$ cat config.mk
export PLATFORM = sky130hd
export DESIGN_NAME = main_clock_loss_monitor
export DESIGN_NICKNAME = d
export VERILOG_FILES = /design/src/hdl/monitor_pkg.sv /design/src/hdl/level_sync.sv /design/src/hdl/main_clock_loss_monitor.sv
export SDC_FILE = /design/constraint.sdc
export NUM_CORES = 1
export LEC_CHECK = 0
export ABC_AREA = 1
export BUFFER_PORTS_ARGS = -buffer_cell sky130_fd_sc_hd__buf_2
export CORE_MARGIN = 3
export CORE_UTILIZATION = 54
export CTS_BUF_LIST = sky130_fd_sc_hd__clkbuf_8
export CTS_CLUSTER_SIZE = 25
export DETAILED_ROUTE_END_ITERATION = 10
export PLACE_DENSITY = 0.82
export SYNTH_ARGS = -nofsm -noshare
export SYNTH_HDL_FRONTEND = slang
export SYNTH_SLANG_ARGS = --single-unit
export TNS_END_PERCENT = 20
$ cat constraint.sdc
create_clock -name clock_i -period 1.6 [get_ports clock_i]
set_input_delay 0.4 -clock clock_i [delete_from_list [all_inputs] [get_ports clock_i]]
set_output_delay 0.4 -clock clock_i [all_outputs]
set_load 0.005 [all_outputs]
$ cat src/hdl/monitor_pkg.sv
package monitor_pkg;

  // ---------------------------------------------------------------
  // register map and field layout
  // ---------------------------------------------------------------
  localparam logic [31:0] MODE_ADDR        = 32'hFFFF_F870;
  localparam logic [31:0] IRQ_STATUS_ADDR  = 32'hFFFF_F874;
  localparam logic [31:0] IRQ_MASK_ADDR    = 32'hFFFF_F878;
  localparam logic [31:0] CAUSE_ADDR       = 32'hFFFF_F87C;
  localparam logic [31:0] VIEW_ADDR        = 32'hFFFF_F880;

  localparam int          ENABLE_BIT       = 0;
  localparam int          FLAG_BIT         = 0;
  localparam int          EVT_LOSS_BIT     = 0;
  localparam int          EVT_RESUME_BIT   = 1;
  localparam int          EVT_W            = 2;

  localparam logic [7:0]  MODE_RESET       = 8'h00;
  localparam logic [7:0]  BYTE_ZERO        = 8'h00;
  localparam logic [1:0]  EVT_ZERO         = 2'h0;
  localparam logic [1:0]  MASK_RESET       = 2'h0;

  // ---------------------------------------------------------------
  // timing counts
  // ---------------------------------------------------------------
  localparam int          WINDOW_CNT_W     = 8;
  localparam int          LOSS_WINDOW_DEF  = 8;

  // ---------------------------------------------------------------
  // types
  // ---------------------------------------------------------------
  // clock generator levels, all from the system clock domain
  typedef struct packed {
    logic stop_mode;
    logic osc_stab;
    logic main_osc_stop;
    logic cpu_clock_select_status;
    logic internal_osc_stop;
    logic cpu_on_internal_osc;
  } clk_ctrl_t;

  localparam int          CTRL_W           = 6;

  typedef enum logic [2:0] {
    MON_OFF    = 3'h1,
    MON_PAUSED = 3'h2,
    MON_WATCH  = 3'h4
  } mon_phase_t;

  typedef struct packed {
    mon_phase_t              phase;
    logic [7:0]              mode;
    logic                    loss_flag;
    logic [EVT_W-1:0]        irq_status;
    logic [EVT_W-1:0]        irq_mask;
    logic [WINDOW_CNT_W-1:0] window_cnt;
    logic                    main_seen;
    logic                    main_hold;
    logic                    reset_req;
    logic                    irq;
    logic [7:0]              rdata;
  } monitor_state_t;

endpackage : monitor_pkg

$ cat src/hdl/level_sync.sv
`timescale 1ns/1ns
module level_sync
  import monitor_pkg::*;
#(
  parameter int WIDTH = 1
) (
  input  wire logic             clock_i,
  input  wire logic             rst_n_i,
  input  wire logic [WIDTH-1:0] async_i,
  output logic      [WIDTH-1:0] level_o
);

  // ---------------------------------------------------------------
  // three stage capture, level taken once stages two and three agree
  // ---------------------------------------------------------------
  typedef struct packed {
    logic [WIDTH-1:0] s1;
    logic [WIDTH-1:0] s2;
    logic [WIDTH-1:0] s3;
    logic [WIDTH-1:0] level;
  } sync_state_t;

  sync_state_t st;
  sync_state_t next_st;

  // next value: per bit, accept stage three only when stable
  always_comb begin
    next_st       = st;
    next_st.s1    = async_i;
    next_st.s2    = st.s1;
    next_st.s3    = st.s2;
    next_st.level = (st.level & (st.s2 ^ st.s3)) | (st.s3 & ~(st.s2 ^ st.s3));
  end

  // register the whole state
  always_ff @(posedge clock_i or negedge rst_n_i) begin
    if (!rst_n_i) begin
      st <= '0;
    end else begin
      st <= next_st;
    end
  end

  assign level_o = st.level;

endmodule : level_sync

$ cat src/hdl/main_clock_loss_monitor.sv
// Strobed register access was decided locally.
`timescale 1ns/1ns
module main_clock_loss_monitor
  import monitor_pkg::*;
#(
  parameter logic [WINDOW_CNT_W-1:0] LOSS_WINDOW = WINDOW_CNT_W'(LOSS_WINDOW_DEF)
) (
  input  wire logic        clock_i,
  input  wire logic        rst_n_i,
  input  wire logic        main_clk_i,
  input  wire clk_ctrl_t   clk_ctrl_i,
  input  wire logic [31:0] addr_i,
  input  wire logic [7:0]  wdata_i,
  input  wire logic        wr_i,
  input  wire logic        rd_i,
  input  wire logic        bit_mode_i,
  input  wire logic [2:0]  bit_index_i,
  input  wire logic        prot_write_ok_i,
  output logic      [7:0]  rdata_o,
  output logic             reset_req_o,
  output logic             monitor_enable_o,
  output logic             monitoring_o,
  output logic             clock_loss_reset_flag_o,
  output logic             irq_o
);

  // ---------------------------------------------------------------
  // input capture
  // ---------------------------------------------------------------
  logic             main_level;
  logic [CTRL_W-1:0] ctrl_raw;
  logic [CTRL_W-1:0] ctrl_vec;
  clk_ctrl_t        ctrl;

  assign ctrl_raw = clk_ctrl_i;

  // main oscillator arrives from a foreign clock
  level_sync #(.WIDTH(1)) main_sync (
    .clock_i (clock_i),
    .rst_n_i (rst_n_i),
    .async_i (main_clk_i),
    .level_o (main_level)
  );

  // clock generator levels live on the system clock
  level_sync #(.WIDTH(CTRL_W)) ctrl_sync (
    .clock_i (clock_i),
    .rst_n_i (rst_n_i),
    .async_i (ctrl_raw),
    .level_o (ctrl_vec)
  );

  assign ctrl = clk_ctrl_t'(ctrl_vec);

  // ---------------------------------------------------------------
  // helpers
  // ---------------------------------------------------------------
  // byte write or single bit write onto the current value
  function automatic logic [7:0] merge_write(
    input logic [7:0] cur,
    input logic [7:0] wd,
    input logic       bit_mode,
    input logic [2:0] idx
  );
    logic [7:0] res;
    res = wd;
    if (bit_mode) begin
      res      = cur;
      res[idx] = wd[0];
    end
    return res;
  endfunction : merge_write

  // ---------------------------------------------------------------
  // state
  // ---------------------------------------------------------------
  monitor_state_t s;
  monitor_state_t next_s;

  logic       suspend;
  logic       main_edge;
  logic       next_hold;
  logic [7:0] view_byte;
  logic [7:0] wbyte;
  logic [EVT_W-1:0] events;

  // live view: phase, hold and pause causes
  assign view_byte = {s.phase, s.main_hold, ctrl.stop_mode | ctrl.osc_stab,
                      ctrl.internal_osc_stop, ctrl.cpu_on_internal_osc, suspend};

  always_comb begin
    next_s           = s;
    next_s.reset_req = 1'b0;
    next_s.rdata     = BYTE_ZERO;
    events           = EVT_ZERO;
    wbyte            = BYTE_ZERO;

    next_hold = s.main_hold;
    if (ctrl.main_osc_stop && ctrl.cpu_clock_select_status) begin
      next_hold = 1'b1;
    end else if (!ctrl.cpu_clock_select_status) begin
      next_hold = 1'b0;
    end
    next_s.main_hold = next_hold;

    // pause causes; halt and idle are not among them
    suspend = ctrl.stop_mode | ctrl.osc_stab | next_hold |
              ctrl.internal_osc_stop | ctrl.cpu_on_internal_osc;

    // any change of the captured main level is an edge
    main_edge        = main_level != s.main_seen;
    next_s.main_seen = main_level;

    // register writes
    if (wr_i) begin
      unique case (addr_i)
        MODE_ADDR: begin
          wbyte = merge_write(s.mode, wdata_i, bit_mode_i, bit_index_i);
          // zero never clears, upper bits stay zero
          if (prot_write_ok_i && wbyte[ENABLE_BIT]) begin
            next_s.mode[ENABLE_BIT] = 1'b1;
          end
        end
        IRQ_MASK_ADDR: begin
          wbyte           = merge_write({6'h00, s.irq_mask}, wdata_i, bit_mode_i, bit_index_i);
          next_s.irq_mask = wbyte[EVT_W-1:0];
        end
        CAUSE_ADDR: begin
          wbyte = merge_write({7'h00, s.loss_flag}, wdata_i, bit_mode_i, bit_index_i);
          if (!wbyte[FLAG_BIT]) begin
            next_s.loss_flag = 1'b0;
          end
        end
        default: begin
          wbyte = BYTE_ZERO;
        end
      endcase
    end

    // monitor phase sequence
    unique case (s.phase)
      MON_OFF: begin
        next_s.window_cnt = '0;
        if (s.mode[ENABLE_BIT]) begin
          next_s.phase = suspend ? MON_PAUSED : MON_WATCH;
        end
      end
      MON_PAUSED: begin
        next_s.window_cnt = '0;
        if (!suspend) begin
          next_s.phase                  = MON_WATCH;
          events[EVT_RESUME_BIT]        = 1'b1;
        end
      end
      MON_WATCH: begin
        if (suspend) begin
          next_s.phase      = MON_PAUSED;
          next_s.window_cnt = '0;
        end else if (main_edge) begin
          next_s.window_cnt = '0;
        end else if (s.window_cnt == LOSS_WINDOW - 1'b1) begin
          // request reset, drop enable, mark cause
          next_s.phase             = MON_OFF;
          next_s.mode              = MODE_RESET;
          next_s.loss_flag         = 1'b1;
          next_s.reset_req         = 1'b1;
          next_s.window_cnt        = '0;
          events[EVT_LOSS_BIT]     = 1'b1;
        end else begin
          next_s.window_cnt = s.window_cnt + 1'b1;
        end
      end
      default: begin
        next_s.phase = MON_OFF;
      end
    endcase

    // sticky events, a read clears, a new event wins
    if (rd_i && addr_i == IRQ_STATUS_ADDR) begin
      next_s.irq_status = events;
    end else begin
      next_s.irq_status = s.irq_status | events;
    end
    next_s.irq = |(next_s.irq_status & next_s.irq_mask);

    // read data for the following cycle
    if (rd_i) begin
      unique case (addr_i)
        MODE_ADDR:       next_s.rdata = s.mode;
        IRQ_STATUS_ADDR: next_s.rdata = {6'h00, s.irq_status};
        IRQ_MASK_ADDR:   next_s.rdata = {6'h00, s.irq_mask};
        CAUSE_ADDR:      next_s.rdata = {7'h00, s.loss_flag};
        VIEW_ADDR:       next_s.rdata = view_byte;
        default:         next_s.rdata = BYTE_ZERO;
      endcase
    end
  end

  // pin reset clears enable and stops the monitor
  always_ff @(posedge clock_i or negedge rst_n_i) begin
    if (!rst_n_i) begin
      s            <= '0;
      s.phase      <= MON_OFF;
      s.mode       <= MODE_RESET;
      s.irq_mask   <= MASK_RESET;
    end else begin
      s <= next_s;
    end
  end

  // ---------------------------------------------------------------
  // outputs
  // ---------------------------------------------------------------
  assign rdata_o                 = s.rdata;
  assign reset_req_o             = s.reset_req;
  assign monitor_enable_o        = s.mode[ENABLE_BIT];
  assign monitoring_o            = s.phase[2]; // one-hot watch bit
  assign clock_loss_reset_flag_o = s.loss_flag;
  assign irq_o                   = s.irq;

  // count consecutive watching cycles, saturating
  logic [WINDOW_CNT_W-1:0] watch_age;

  always_ff @(posedge clock_i or negedge rst_n_i) begin
    if (!rst_n_i) begin
      watch_age <= '0;
    end else if (!monitoring_o) begin
      watch_age <= '0;
    end else if (watch_age != '1) begin
      watch_age <= watch_age + 1'b1;
    end
  end
endmodule : main_clock_loss_monitor

---- Yosys cells after proc, flatten, opt, wreduce, memory -nomap -nowiden ----
Index checks and enable logic that the tools add are counted.
storage, ports and cells
  bits in registers ....................... 57
  logic and storage cells ................. 103
  output and inout bits ................... 13
  latch bits .............................. 0
  memory bits (read-only) ................. 0
  memories kept ........................... 0
  bits of input ports ..................... 56
  bits in writable memories ............... 0
operators by class
  reductions and logical operators ........ 8
  add/sub/neg operators ................... 1
  bitwise gates (word level) .............. 16
  equality and inequality tests ........... 14
  shift operators ......................... 0
  divide/modulo/power cells ............... 0
  magnitude comparators ................... 2
  multiply operators ...................... 0
  mux-type cells .......................... 43
operators by type and width
  cell                    count
  $eq A32 B32 Y1 const B  5
  $pmux W8 S5             1
  $mux W8                 4
  $bwmux W8               3
  $mux W12                2
  $mux W1                 19
  $pmux W8 S2             1
  $mux W2                 7
  $and A6 B6 Y6           2
  $mux W3                 4
  $pmux W3 S3             1
  $add A8 B1 Y8 const B   1
  $eq A8 B3 Y1 const B    1
  $ne A3 B3 Y1 const B    2
  $not A6 Y6              1
  $or A6 B6 Y6            1
  $xor A6 B6 Y6           1
  $or A1 B1 Y1            5
  $logic_and A1 B1 Y1     4
  $lt A3 B4 Y1 const B    1
  $ne A2 B2 Y1 const B    2
  $reduce_and A4 Y1       1
  $reduce_or A2 Y1        2
  $demux W1 S3            1
  11 further kinds        12

---- Longest topological paths before layout ----
  word-level depth ........................ 16
  mapped depth ............................ 11
  gate-level depth less buffers ........... 11

---- Hierarchy ----
From an unflattened synthesis, not the netlist that was laid out.
second synthesis, totals
  cells, all modules ...................... 298
  area, all modules ....................... 2663.8 um^2
modules (own cells, without submodules)
  module                   cells an instance  seq. area each (um^2)  times used  area each (um^2)
  main_clock_loss_monitor  236                726.9                  1           1804.2
  level_sync (ctrl_sync)   54                 600.6                  1           743.2
  level_sync (main_sync)   8                  100.1                  1           116.4

---- Least setup slack after synthesis ----
OpenSTA, ideal clock, no wires.
  path type ............................... input port to flip-flop
  start ................................... input port addr_i[10]
  end ..................................... register s, in the netlist irq_o
  stages .................................. 10
  data required time ...................... 1.483 ns
  path buffers ............................ 0
  setup slack ............................. 0.264 ns
  setup time .............................. 0.117 ns
  data arrival time ....................... 1.219 ns
  cells stage by stage .................... inv_1 -> nand2_1 -> nor2_2 -> nand2_2 -> nor2_4 -> nand2_2 -> o21ai_0 -> nand2_1 -> nand2_1 -> nand2_1
RTL lines
  element                 RTL line                        source
  start: declaration      main_clock_loss_monitor.sv:12   input wire logic [31:0] addr_i,
  end signal: assignment  main_clock_loss_monitor.sv:207  s <= next_s;
  end: declaration        main_clock_loss_monitor.sv:77   monitor_state_t s;

==> qor.csv <==
stage,metric,value,unit
cts,cts.sinks,57,
placement,gp_congestion,0.831,
sta,finalCriticalPeriod,1.46,ns
logic_synthesis,seq_area_frac_synth,55.2,%
placement,place_ws,0.0353,ns
logic_synthesis,synth_edf_count,0,
critical_path,worst_ep_required_time,1.86,ns
finish,antenna_cells,0,
critical_path,cpMostUsedCell,nor2_2,
logic_synthesis,synth_flop_cell,dfrtp_1,
cts,postCtsHoldBufs,0,
logic_synthesis,yosys-top-cells-area,"dfrtp_1 54%, nand2_1 11%, nor2_1 6.2%",
cts,clock_latency,0.33,ns
critical_path,slowest_delay,0.40,ns
finish,fin_util,70.6,%
global_routing,grt_overflow,0,
route,ant_nets,0,
cts,cts-buffers-inserted,9,
logic_synthesis,synth.most_common_cell,nand2_1,
flow_run,cap_violations,0,
route,drtIter0Drc,78,
finish,drive_gt1_share,28.1,%
floorplanning,die_area,5650,um2
finish,final_area,3160,um2
route,drc,0,
sta,rsz0062_at_grt,true,
critical_path,slowest_stage,dfrtp_1,
run_status,outcome,"finished, final reports clean",
critical_path,path_delay_family,simple AND/OR/NAND/NOR gates,
pwr,p_per_area,1100,nW/um2
logic_synthesis,synth_fa_ha_area_share,3.19,%
finish,area_growth,22.1,%
route,dr.pass1.iters,5,
logic_synthesis,synth-xor-area-share,0.339,%
sta,tns,0,ns
cts,clockBufferDepth,2,
sta,hold_violations,0,
critical_path,cp_data_arrival_time,1.72,ns
logic_synthesis,synth_top_area_share,54.2,%
pwr,peakVddDrop,0.975,mV
logic_synthesis,netlist_area,2580,um2
sta,fmax,686,MHz
cts,htreeDepth,3,
global_routing,grt_max_degree,58,
critical_path,crit_chain,nor2_2 > nand3_1 > nor2_2 > inv_2 > nor2_4 > nand3_2 > nand2_2 > nand2_1 > nor2_1,
logic_synthesis,ys_warn_count,0,
global_routing,grt_pass1_wl,7890,um
critical_path,path_buf_inv,1,
logic_synthesis,ys_top_cells_by_count,"73 x nand2_1, 56 x dfrtp_1, 43 x nor2_1, 34 x inv_1, 20 x nand3_1",
sta,worst_pin_slew,0.278,ns
cts,root_buffer,clkbuf_8,
logic_synthesis,synth_area_per_cell,8.76,um2
hold_path,hp-class,in -> async,
floorplanning,rows,24,
global_routing,grt_pass1_vias,2014,
global_routing,gr-max-usage-layer,met2,
critical_path,crit_fanout,5,
cts,cts_tree,yes,
sta,relSlewSlack,81.3,%
floorplanning,io_pins,69,
floorplanning,start_util,57.8,%
logic_synthesis,synth_compound_area_share,4.11,%
logic_synthesis,yosysTopAreaCell,dfrtp_1,
placement,dp.final_hpwl,3710,um
sta,min_period_over_period,91.2,%
critical_path,worstSetupPathType,reg -> reg,
global_routing,track_usage,19.0,%
route,vias,2103,
logic_synthesis,ys_ff_latch,57,
logic_synthesis,synth_mux_area_share,0,%
sta,setup_slack,0.141,ns
global_routing,grtUsageMet1,19.7,%
cts,clk_pin_slew,0.06,ns
floorplanning,fp.coreArea,4470,um2
logic_synthesis,yosysUniqueCellTypes,27,
global_routing,use_met3,8.01,%
placement,placed_area,2950,um2
pwr,power_leakage,0.00160,uW
logic_synthesis,ys_async_sr_fraction,100,%
route,drt_wl_total,4790,um
route,vias_per_cell,4.98,
global_routing,antenna_found_initial,0,
critical_path,crit_path_start_kind,register,
logic_synthesis,synthSimpleGateAreaFrac,29.7,%
sta,setup_violations,0,
floorplanning,die_height,75.2,um
finish,final_nets,422,
critical_path,worst_setup_path_end_kind,register,
sta,maxSlewViolCount,0,
logic_synthesis,synthCells,295,
sta,finClkSkew,0.00614,ns
placement,port_buffers,62,
global_routing,use_met2,33.9,%
logic_synthesis,syn_nets,352,
route,wl_per_cell,11.4,um
logic_synthesis,synth_top_family_by_area,simple AND/OR/NAND/NOR gates,
floorplanning,die_x,75.2,um
[power by group]
group / internal [uW] / leakage, uW / total (uW) / switching (uW)
registers: 1540 / 0.000691 / 1590 / 52.7
clock network: 797 / 0.000107 / 1320 / 525
logic: 223 / 0.000805 / 567 / 344
[what timing repair did]
item,4_1_cts,5_1_grt
gates resized for setup,0,1
buffers inserted,0,0
endpoints found under the setup margin,0,3
[kinds of logic (layout without fill, tap and decap cells)]
logic type	after synthesis	after routing
flip-flops	57	57
adder cells (fa/ha/maj)	8	8
AND/OR/NAND/NOR	167	167
buffers and inverters	43	118
XOR/XNOR	1	1
AO/OA/AOI/OAI	19	19
[through the flow]
step	hold slack (ns)	power, uW	std cells
2_1_floorplan	0.104	1950	295
4_1_cts	0.0610	3520	422
3_5_place_dp	0.337	2190	406
6_report	0.0529	3480	422
5_1_grt	0.0542	3680	422
3_3_place_gp	0.333	2160	406
[per-layer routing]
layer,up-vias,part of all wire [%]
li1,1066,-
met5,-,0
met2,38,52
met1,994,42
met4,0,1.0
met3,5,4.8
[cell usage in the layout (no fill, tap or decap)]
cell type,instances
a31oi_1,1
dfstp_2,1
nor2_1,43
buf_12,1
buf_2,62
dfrtp_1,56
clkbuf_8,11
a21boi_1,1
a21oi_1,5
clkinv_2,1
nand3_1,20
o21ai_0,7
nand3b_1,1
nor2_2,6
buf_4,4
ha_1,1
nor3_1,2
clkinvlp_4,1
inv_1,35
nor2_4,5
nand4_1,7
o21a_1,1
xor2_1,1
nand2_2,5
o31ai_1,1
maj3_1,7
inv_2,1
o21ai_1,2
nand2_1,73
clkinv_4,1
and2_1,1
bufinv_16,1
a22oi_1,1
nand3_2,4
[cell type report]
class	count	area, um2
clock buffers	11	151
clock inverters	5	55.1
fillers	354	1320
inverters	35	131
multi-input cells	195	966
flip-flops and latches	57	1430
well taps	52	65.1
repair buffers	67	360
[worst paths after layout]
| check | startpoint | to | slack (ns) | depth (start not counted) |
|---|---|---|---|---|
| setup / recovery | register | s[15] | 0.14 | 9 |
| hold / removal | rst_n_i | s[18] | 0.05 | 2 |
| setup reg to reg | register | s[15] | 0.14 | 9 |
| hold reg to reg | ctrl_sync.next_st[12] | ctrl_sync.next_st[6] | 0.35 | 0 |
| max in group asynchronous | rst_n_i | s[33] | 1.26 | 2 |
| min in group clock_i | clk_ctrl_i[3] | ctrl_sync.next_st[15] | 0.18 | 1 |
No activity file was read; power rests on OpenSTA's default activity.
